--- src/shared/phy_err_pkg.sv ---
// Constants, types and register map of the PHY error counter bank
package phy_err_pkg;

  // ----------------------------------------------------------------
  // Management frame
  // ----------------------------------------------------------------
  localparam logic [4:0] PHY_ADDR      = 5'h01;
  localparam logic [1:0] OP_READ       = 2'h2;
  localparam logic [1:0] OP_WRITE      = 2'h1;
  localparam logic [5:0] PREAMBLE_LEN  = 6'h20;
  localparam logic [5:0] HDR_BITS      = 6'h0D;
  localparam logic [5:0] TA_BITS       = 6'h02;
  localparam logic [5:0] DATA_BITS     = 6'h10;

  // ----------------------------------------------------------------
  // Register offsets
  // ----------------------------------------------------------------
  localparam logic [4:0] REG_PHY_ADDR      = 5'h12;
  localparam logic [4:0] REG_RX_ERR_FRAME  = 5'h15;
  localparam logic [4:0] REG_RX_SYM_ERR    = 5'h16;
  localparam logic [4:0] REG_RX_PREM_EOF   = 5'h17;
  localparam logic [4:0] REG_RX_10M_EOF    = 5'h18;
  localparam logic [4:0] REG_TX_JABBER     = 5'h19;
  localparam logic [4:0] REG_EQUALIZER     = 5'h1A;
  localparam logic [4:0] REG_LED_SEL       = 5'h1B;

  // ----------------------------------------------------------------
  // Counters, reset values, LED codes
  // ----------------------------------------------------------------
  localparam int         NUM_CNT      = 5;
  localparam int         CNT_W        = 16;
  localparam logic [2:0] SYM_GROUP    = 3'h6;
  localparam logic [15:0] EQ_RST      = 16'h0000;
  localparam logic [2:0] LED_SEL_RST  = 3'h0;
  localparam logic [2:0] LED_ACT_LINK = 3'h0;
  localparam logic [2:0] LED_SPD_COL  = 3'h1;
  localparam logic [2:0] LED_SPD_LINK = 3'h2;
  localparam logic [2:0] LED_ACT_COL  = 3'h3;
  localparam logic [2:0] LED_OFF_OFF  = 3'h4;
  localparam logic [2:0] LED_OFF_ON   = 3'h5;
  localparam logic [2:0] LED_ON_OFF   = 3'h6;
  localparam logic [2:0] LED_ON_ON    = 3'h7;

  // ----------------------------------------------------------------
  // Types
  // ----------------------------------------------------------------
  typedef struct packed {
    logic frame_active;
    logic sym_valid;
    logic sym_err;
    logic premature_eof;
    logic eof_err_10m;
    logic jabber;
  } rx_event_s;

  typedef struct packed {
    logic activity;
    logic link;
    logic speed;
    logic collision;
  } led_status_s;

  typedef enum logic [2:0] {MD_IDLE, MD_HDR, MD_TA, MD_RDATA, MD_WDATA} mdio_state_e;

endpackage : phy_err_pkg

--- src/verilog/phy_error_counters_led_select.sv ---
// PHY error counter bank with LED select, reached over the management data pins
//
// What this block does
// - Errored-frame counter bumps once per bad frame
// - Counters saturate at all ones, clear on read
// - Symbol error counter, saturating, clear on read
// - Six consecutive bad symbols count once
// - Premature end-of-frame counter, saturating, clear on read
// - 10M end-of-frame error counter, saturating, clear-on-read
// - Jabber detection counter, saturating, clear on read
// - Answer only at PHY address 00001b
`timescale 1ns/1ps
module phy_error_counters_led_select
(
  input  wire logic                      sys_clk,
  input  wire logic                      rst_b,
  input  wire logic                      mdc,
  input  wire logic                      mdio_in,
  output logic                           mdio_out,
  output logic                           mdio_oe,
  input  wire phy_err_pkg::rx_event_s    rx_event,
  input  wire phy_err_pkg::led_status_s  led_status,
  output logic                           activity_led_out,
  output logic                           link_led_out
);
  import phy_err_pkg::*;

  // ----------------------------------------------------------------
  // Decode helpers
  // ----------------------------------------------------------------
  function automatic logic [NUM_CNT-1:0] cnt_sel(input logic [4:0] regad);
    logic [NUM_CNT-1:0] sel;
    sel = '0;
    for (int i = 0; i < NUM_CNT; i++)
    begin
      if (regad == REG_RX_ERR_FRAME + 5'(i))
      begin
        sel[i] = 1'b1;
      end
    end
    return sel;
  endfunction : cnt_sel

  // ----------------------------------------------------------------
  // Pin synchronisers
  // ----------------------------------------------------------------
  logic mdc_s1_reg;
  logic mdc_s2_reg;
  logic mdc_s3_reg;
  logic mdio_s1_reg;
  logic mdio_s2_reg;
  logic mdc_rise;

  always_ff @(posedge sys_clk or negedge rst_b)
  begin
    if (!rst_b)
    begin
      mdc_s1_reg  <= 1'b0;
      mdc_s2_reg  <= 1'b0;
      mdc_s3_reg  <= 1'b0;
      mdio_s1_reg <= 1'b1;
      mdio_s2_reg <= 1'b1;
    end
    else
    begin
      mdc_s1_reg  <= mdc;
      mdc_s2_reg  <= mdc_s1_reg;
      mdc_s3_reg  <= mdc_s2_reg;
      mdio_s1_reg <= mdio_in;
      mdio_s2_reg <= mdio_s1_reg;
    end
  end

  assign mdc_rise = mdc_s2_reg & ~mdc_s3_reg;

  // ----------------------------------------------------------------
  // Event qualification
  // ----------------------------------------------------------------
  logic               frame_err_seen_reg;
  logic               frame_err_seen_next;
  logic [2:0]         sym_run_reg;
  logic [2:0]         sym_run_next;
  logic               frame_err_now;
  logic [NUM_CNT-1:0] cnt_inc;

  always_comb
  begin
    frame_err_now       = rx_event.frame_active &
                          (rx_event.sym_err | rx_event.premature_eof);
    frame_err_seen_next = rx_event.frame_active & (frame_err_seen_reg | frame_err_now);
    sym_run_next        = sym_run_reg;
    cnt_inc[0]          = frame_err_now & ~frame_err_seen_reg;
    cnt_inc[1]          = 1'b0;
    if (rx_event.sym_valid)
    begin
      if (rx_event.sym_err)
      begin
        cnt_inc[1]   = (sym_run_reg == 3'h0);
        sym_run_next = (sym_run_reg == SYM_GROUP - 3'h1) ? 3'h0 : sym_run_reg + 3'h1;
      end
      else
      begin
        sym_run_next = 3'h0;
      end
    end
    if (!rx_event.frame_active)
    begin
      sym_run_next = 3'h0;
    end
    cnt_inc[2] = rx_event.premature_eof;
    cnt_inc[3] = rx_event.eof_err_10m;
    cnt_inc[4] = rx_event.jabber;
  end

  always_ff @(posedge sys_clk or negedge rst_b)
  begin
    if (!rst_b)
    begin
      frame_err_seen_reg <= 1'b0;
      sym_run_reg        <= 3'h0;
    end
    else
    begin
      frame_err_seen_reg <= frame_err_seen_next;
      sym_run_reg        <= sym_run_next;
    end
  end

  // ----------------------------------------------------------------
  // Counters
  // ----------------------------------------------------------------
  logic [NUM_CNT-1:0] cnt_clr;
  logic [CNT_W-1:0]   cnt_val [NUM_CNT];

  generate
    for (genvar g = 0; g < NUM_CNT; g++)
    begin : g_cnt
      sat_cor_counter u_cnt
      (
        .sys_clk (sys_clk),
        .rst_b   (rst_b),
        .inc     (cnt_inc[g]),
        .clr     (cnt_clr[g]),
        .count   (cnt_val[g])
      );
    end
  endgenerate

  // ----------------------------------------------------------------
  // Management frame engine and registers
  // ----------------------------------------------------------------
  mdio_state_e   state_reg;
  mdio_state_e   state_next;
  logic [5:0]    cnt_reg;
  logic [5:0]    cnt_next;
  logic [15:0]   shift_reg;
  logic [15:0]   shift_next;
  logic [4:0]    regad_reg;
  logic [4:0]    regad_next;
  logic          is_write_reg;
  logic          is_write_next;
  logic          oe_reg;
  logic          oe_next;
  logic          out_reg;
  logic          out_next;
  logic [15:0]   eq_reg;
  logic [15:0]   eq_next;
  logic [2:0]    led_sel_reg;
  logic [2:0]    led_sel_next;
  logic [15:0]   hdr;
  logic [15:0]   rd_value;
  logic [NUM_CNT-1:0] rd_sel;

  always_comb
  begin
    hdr      = {shift_reg[14:0], mdio_s2_reg};
    rd_sel   = cnt_sel(hdr[4:0]);
    rd_value = 16'h0000;
    for (int i = 0; i < NUM_CNT; i++)
    begin
      if (rd_sel[i])
      begin
        rd_value = cnt_val[i];
      end
    end
    case (hdr[4:0])
      REG_PHY_ADDR:  rd_value = {11'h000, PHY_ADDR};
      REG_EQUALIZER: rd_value = eq_reg;
      REG_LED_SEL:   rd_value = {13'h0000, led_sel_reg};
      default:       rd_value = rd_value;
    endcase
  end

  always_comb
  begin
    state_next    = state_reg;
    cnt_next      = cnt_reg;
    shift_next    = shift_reg;
    regad_next    = regad_reg;
    is_write_next = is_write_reg;
    oe_next       = oe_reg;
    out_next      = out_reg;
    eq_next       = eq_reg;
    led_sel_next  = led_sel_reg;
    cnt_clr       = '0;
    if (mdc_rise)
    begin
      case (state_reg)
        MD_IDLE:
        begin
          if (mdio_s2_reg)
          begin
            cnt_next = (cnt_reg == PREAMBLE_LEN) ? cnt_reg : cnt_reg + 6'h01;
          end
          else if (cnt_reg == PREAMBLE_LEN)
          begin
            state_next = MD_HDR;
            cnt_next   = 6'h00;
          end
          else
          begin
            cnt_next = 6'h00;
          end
        end
        MD_HDR:
        begin
          shift_next = hdr;
          cnt_next   = cnt_reg + 6'h01;
          if (cnt_reg == HDR_BITS - 6'h01)
          begin
            cnt_next      = 6'h00;
            regad_next    = hdr[4:0];
            is_write_next = (hdr[11:10] == OP_WRITE);
            state_next    = MD_IDLE;
            if (hdr[12] && (hdr[9:5] == PHY_ADDR) &&
                ((hdr[11:10] == OP_READ) || (hdr[11:10] == OP_WRITE)))
            begin
              state_next = MD_TA;
              if (hdr[11:10] == OP_READ)
              begin
                shift_next = rd_value;
                cnt_clr    = cnt_sel(hdr[4:0]);
              end
            end
          end
        end
        MD_TA:
        begin
          cnt_next = cnt_reg + 6'h01;
          if (!is_write_reg)
          begin
            oe_next    = 1'b1;
            out_next   = 1'b0;
            cnt_next   = 6'h00;
            state_next = MD_RDATA;
          end
          else if (cnt_reg == TA_BITS - 6'h01)
          begin
            cnt_next   = 6'h00;
            state_next = MD_WDATA;
          end
        end
        MD_RDATA:
        begin
          cnt_next   = cnt_reg + 6'h01;
          out_next   = shift_reg[15];
          shift_next = {shift_reg[14:0], 1'b0};
          if (cnt_reg == DATA_BITS)
          begin
            oe_next    = 1'b0;
            out_next   = 1'b0;
            cnt_next   = 6'h00;
            state_next = MD_IDLE;
          end
        end
        MD_WDATA:
        begin
          cnt_next   = cnt_reg + 6'h01;
          shift_next = hdr;
          if (cnt_reg == DATA_BITS - 6'h01)
          begin
            cnt_next   = 6'h00;
            state_next = MD_IDLE;
            if (regad_reg == REG_EQUALIZER)
            begin
              eq_next = hdr;
            end
            if (regad_reg == REG_LED_SEL)
            begin
              led_sel_next = hdr[2:0];
            end
          end
        end
        default:
        begin
          state_next = MD_IDLE;
          cnt_next   = 6'h00;
          oe_next    = 1'b0;
        end
      endcase
    end
  end

  always_ff @(posedge sys_clk or negedge rst_b)
  begin
    if (!rst_b)
    begin
      state_reg    <= MD_IDLE;
      cnt_reg      <= 6'h00;
      shift_reg    <= 16'h0000;
      regad_reg    <= 5'h00;
      is_write_reg <= 1'b0;
      oe_reg       <= 1'b0;
      out_reg      <= 1'b0;
      eq_reg       <= EQ_RST;
      led_sel_reg  <= LED_SEL_RST;
    end
    else
    begin
      state_reg    <= state_next;
      cnt_reg      <= cnt_next;
      shift_reg    <= shift_next;
      regad_reg    <= regad_next;
      is_write_reg <= is_write_next;
      oe_reg       <= oe_next;
      out_reg      <= out_next;
      eq_reg       <= eq_next;
      led_sel_reg  <= led_sel_next;
    end
  end

  assign mdio_out = out_reg;
  assign mdio_oe  = oe_reg;

  // ----------------------------------------------------------------
  // LED steering
  // ----------------------------------------------------------------
  logic act_led_next;
  logic link_led_next;
  logic act_led_reg;
  logic link_led_reg;

  always_comb
  begin
    case (led_sel_reg)
      LED_ACT_LINK: {act_led_next, link_led_next} = {led_status.activity, led_status.link};
      LED_SPD_COL:  {act_led_next, link_led_next} = {led_status.speed, led_status.collision};
      LED_SPD_LINK: {act_led_next, link_led_next} = {led_status.speed, led_status.link};
      LED_ACT_COL:  {act_led_next, link_led_next} = {led_status.activity, led_status.collision};
      LED_OFF_OFF:  {act_led_next, link_led_next} = 2'h0;
      LED_OFF_ON:   {act_led_next, link_led_next} = 2'h1;
      LED_ON_OFF:   {act_led_next, link_led_next} = 2'h2;
      LED_ON_ON:    {act_led_next, link_led_next} = 2'h3;
      default:      {act_led_next, link_led_next} = 2'h0;
    endcase
  end

  always_ff @(posedge sys_clk or negedge rst_b)
  begin
    if (!rst_b)
    begin
      act_led_reg  <= 1'b0;
      link_led_reg <= 1'b0;
    end
    else
    begin
      act_led_reg  <= act_led_next;
      link_led_reg <= link_led_next;
    end
  end

  assign activity_led_out = act_led_reg;
  assign link_led_out     = link_led_reg;

endmodule : phy_error_counters_led_select

--- src/verilog/sat_cor_counter.sv ---
// Saturating clear-on-read event counter
`timescale 1ns/1ps
module sat_cor_counter
(
  input  wire logic                          sys_clk,
  input  wire logic                          rst_b,
  input  wire logic                          inc,
  input  wire logic                          clr,
  output logic [phy_err_pkg::CNT_W-1:0]      count
);
  import phy_err_pkg::*;

  logic [CNT_W-1:0] count_reg;
  logic [CNT_W-1:0] count_next;
  logic [CNT_W-1:0] base;

  // Clear drops the old value; an event in the same cycle still counts
  always_comb
  begin
    base       = clr ? '0 : count_reg;
    count_next = base;
    if (inc && (base != {CNT_W{1'b1}}))
    begin
      count_next = base + 1'b1;
    end
  end

  always_ff @(posedge sys_clk or negedge rst_b)
  begin
    if (!rst_b)
    begin
      count_reg <= '0;
    end
    else
    begin
      count_reg <= count_next;
    end
  end

  assign count = count_reg;

endmodule : sat_cor_counter
--- config.mk ---
export PLATFORM = sky130hd
export DESIGN_NAME = phy_error_counters_led_select
export DESIGN_NICKNAME = d
export VERILOG_FILES = /design/src/shared/phy_err_pkg.sv /design/src/verilog/phy_error_counters_led_select.sv /design/src/verilog/sat_cor_counter.sv
export SDC_FILE = /design/constraint.sdc
export NUM_CORES = 1
export LEC_CHECK = 0
export BUFFER_PORTS_ARGS = -buffer_cell sky130_fd_sc_hd__buf_4
export CAP_MARGIN = 0
export CELL_PAD_IN_SITES_DETAIL_PLACEMENT = 1
export CELL_PAD_IN_SITES_GLOBAL_PLACEMENT = 1
export CORE_AREA = 3 3 162 164
export DETAILED_ROUTE_END_ITERATION = 7
export DIE_AREA = 0 0 165 167
export PLACE_DENSITY = 0.58
export REMOVE_ABC_BUFFERS = 1
export SLEW_MARGIN = 15
export SYNTH_ARGS = -nofsm -noshare
export SYNTH_HDL_FRONTEND = slang
export SYNTH_SLANG_ARGS = --single-unit
--- constraint.sdc ---
create_clock -name sys_clk -period 4 [get_ports sys_clk]
set_input_delay 0.8 -clock sys_clk [delete_from_list [all_inputs] [get_ports sys_clk]]
set_output_delay 0.8 -clock sys_clk [all_outputs]
set_load 0.005 [all_outputs]
==> summary.txt <==
Finish
  – Most common cell after layout, fill and taps aside: dfrtp_1
  – Fin nets: 940
  – Synth-to-layout area growth: 13.7%
  – Ant diodes: 0
  – Largest register FFs: 80
  – Seq. cell area: 3580 um2
  – Area of the multi-input gates: 4480 um2
  – Ratio of cells with drive above 1 in the final layout: 12.7%
  – Filler cells: 2911
  – Non-filler cells, final: 1260
  – Most frequent cells in the layout: dfrtp_1 (141), nor2_1 (95), nand2_1 (56)

Setup path
  – Critical Path Start Type: flop
  – Crit path max-delay cell type: or4b_4
  – Crit end category: flop
  – WP data arrival: 3.91 ns
  – CP bufs+invs: 1
  – Delay-heaviest family, CP: simple AND/OR/NAND/NOR gates
  – Crit path max fanout: 8
  – Slowest stage delay, CP: 0.50 ns
  – Cell repeated most along the worst path: ha_1
  – RR Startpoint: shift_reg[9]$_DFFE_PN0P_
  – R2R depth: 12
  – Critical-path cell list: inv_1, ha_1, or4b_4, nor4_4, nand3_1, and2_1, ha_1, and4_1, nand4_1, nor4b_1, xnor2_1, nor2_1
  – Reg2Reg Setup Slack: 0.38 ns
  – Worst setup path category: reg -> reg
  – Reg-to-reg endpoint: g_cnt[3].u_cnt.count[13]$_DFF_PN0_
  – CP required: 4.29 ns

Synthesis
  – Yosys warnings: 0
  – Post-synthesis mux area share: 4.36%
  – Post-synthesis adder-cell area fraction: 1.34%
  – Synth Area in Simple Gates: 22.9%
  – Cell variety after synth: 75
  – Post-Synth XOR/XNOR Area: 5.85%
  – Primary FF master, synth: dfrtp_1
  – Sequential-to-total area share from yosys stat: 42.7%
  – Async set-or-reset flop fraction in the synthesized netlist: 100%
  – Register bit total from synthesis: 143
  – Syn Std Cell Area: 8390 um2
  – Syn avg cell area: 9.19 um2
  – Synth Area in Compound Gates: 19.0%
  – Post-Synthesis Cells: 913
  – Largest family of logic cells by synthesized area: simple AND/OR/NAND/NOR gates
  – Number of synthesized flops with an enable pin: 0

CTS
  – Worst-Skew Late Latency: 0.43 ns
  – Clock root cell: clkbuf_16
  – Post-CTS Hold Buffers: 0
  – Clk slew on worst S/H paths: 0.06 ns
  – CTS tree: done
  – Post-cts resize count: 0
  – CTS H-tree depth: 4
  – Sink Count: 143
  – CTS buffer count: 17
  – Clock Path Buffers: 2
  – Postcts setup bufs: 0

Flow run
  – Max Cap Viol: 0

Timing
  – Setup TNS: 0 ns
  – Final worst clock skew: 0.0107 ns
  – Period Utilization, post-route: 90.5%
  – Slew Viols, Final: 0
  – Final setup fails: 0
  – Period minus WS final: 3.62 ns
  – Slew @ Worst Pin: 1.10 ns
  – Slew margin rel.: 26.7%
  – Final Hold Viols: 0
  – Max Freq: 0.276 GHz
  – RSZ-0062 raised after global routing: no

Place
  – Hpwl dp: 17.6 mm
  – Number of port buffers: 17
  – GP Congestion: 0.811
  – Inst Count DP: 1228

Min path
  – WHS Endpoint: mdio_s2_reg$_DFF_PN1_
  – Hold depth: 0
  – Beginning of the worst hold path: mdio_s1_reg$_DFF_PN1_
  – Class of the worst hold path: reg -> reg

Die
  – Die Span Y: 167 um
  – Die ar.: 27600 um2
  – Starting Density: 33.5%
  – Ports: 18
  – Row count: 58
  – Die width: 165 um
  – Floorplan core area: 25000 um2

Detailed routing
  – WL per Instance: 19.5 um
  – Avg Vias per Cell: 5.54
  – Antenna Nets Post-Route: 0
  – DRC violations left: 0
  – Initial detailed-routing violation count: 408
  – 1st-pass router iterations: 5
  – Vias: 6984
  – WL final: 24.6 mm

Power and ir drop
  – Power Density: 431 nW/um2
  – Worst vdd ir: 0.000214 V
  – Leakage: 3.88 nW

Global routing
  – Total congestion overflow: 0
  – Vias in the first global route: 7120
  – Total Routing Usage GR: 18.6%
  – First-pass GRT wire length: 40.4 mm
  – Pin count of the biggest net entering global routing: 89
  – Antenna violations before repair: 0

Outcome
  – Status: finished, final reports clean
==> per-stage QoR <==
stage	setup slack [ns]	hold WS, ns	power (mW)	cell area, um2	util [%]
final	0.380	0.359	4.11	9530	38.1
after CTS	0.371	0.360	4.17	9530	38.1
after global routing	0.0740	0.365	4.32	9530	38.1
after detailed placement	0.412	0.348	2.38	8890	35.5
after global placement	0.494	0.336	2.37	8890	35.5
after floorplan	0.496	0.331	2.14	8150	-
==> per-layer routing <==
| layer | share of wire (%) | track usage, % | vias to the layer above |
|---|---|---|---|
| met1 | 49 | 26.5 | 3513 |
| met5 | 0 | 0 | - |
| met3 | 2.4 | 3.18 | 13 |
| met4 | 0.91 | 3.57 | 0 |
| met2 | 48 | 29.7 | 85 |
| li1 | - | - | 3373 |
==> cells in the mapped netlist (16+ instances only) <==
| master | n | area (um2) |
|---|---|---|
| nor2_1 | 95 | 357 |
| xnor2_1 | 44 | 385 |
| a22oi_1 | 17 | 128 |
| inv_1 | 23 | 86.3 |
| a211oi_1 | 19 | 143 |
| and2_1 | 18 | 113 |
| nand3_1 | 45 | 225 |
| nor3_1 | 28 | 140 |
| o21ai_0 | 47 | 235 |
| o21a_1 | 21 | 158 |
| nor4_1 | 16 | 100 |
| dfrtp_1 | 141 | 3530 |
| a21oi_1 | 38 | 190 |
| nand2_1 | 56 | 210 |
| mux2_2 | 28 | 315 |
| clkbuf_1 | 41 | 154 |
| nand4_1 | 16 | 100 |
==> area by class of cell <==
class                   instances  area share [%]
inverters                      24           0.945
clock buffers                  20            4.79
flip-flops and latches        143            37.6
well taps                     330            4.33
clock inverters                12            1.92
repair buffers                 41            3.40
multi-input cells             690            47.0
==> power by group <==
group / switching, mW / total [mW] / internal [mW]
logic: 0.260 / 0.487 / 0.227
registers: 0.260 / 1.86 / 1.60
clock network: 0.679 / 1.76 / 1.08
==> worst max path at each step <==
stage / startpoint / end / slack [ns] / cells after the start
floorplan: shift_reg[9]$_DFFE_PN0P_ / g_cnt[3].u_cnt.count[13]$_DFF_PN0_ / 0.50 / 12
global placement: shift_reg[9]$_DFFE_PN0P_ / g_cnt[3].u_cnt.count[13]$_DFF_PN0_ / 0.49 / 12
detailed placement: shift_reg[9]$_DFFE_PN0P_ / g_cnt[3].u_cnt.count[13]$_DFF_PN0_ / 0.41 / 12
CTS: shift_reg[9]$_DFFE_PN0P_ / g_cnt[3].u_cnt.count[13]$_DFF_PN0_ / 0.37 / 12
global route: shift_reg[9]$_DFFE_PN0P_ / g_cnt[1].u_cnt.count[15]$_DFF_PN0_ / 0.07 / 13
finish: shift_reg[9]$_DFFE_PN0P_ / g_cnt[3].u_cnt.count[13]$_DFF_PN0_ / 0.38 / 12
==> logic make-up after synthesis <==
family,after synthesis
multiplexers,33
XOR/XNOR,56
AND/OR/NAND/NOR,362
AO/OA/AOI/OAI,230
buffers and inverters,80
flip-flops,143
adder cells (fa/ha/maj),9
Power figures use the tool's default switching activity.
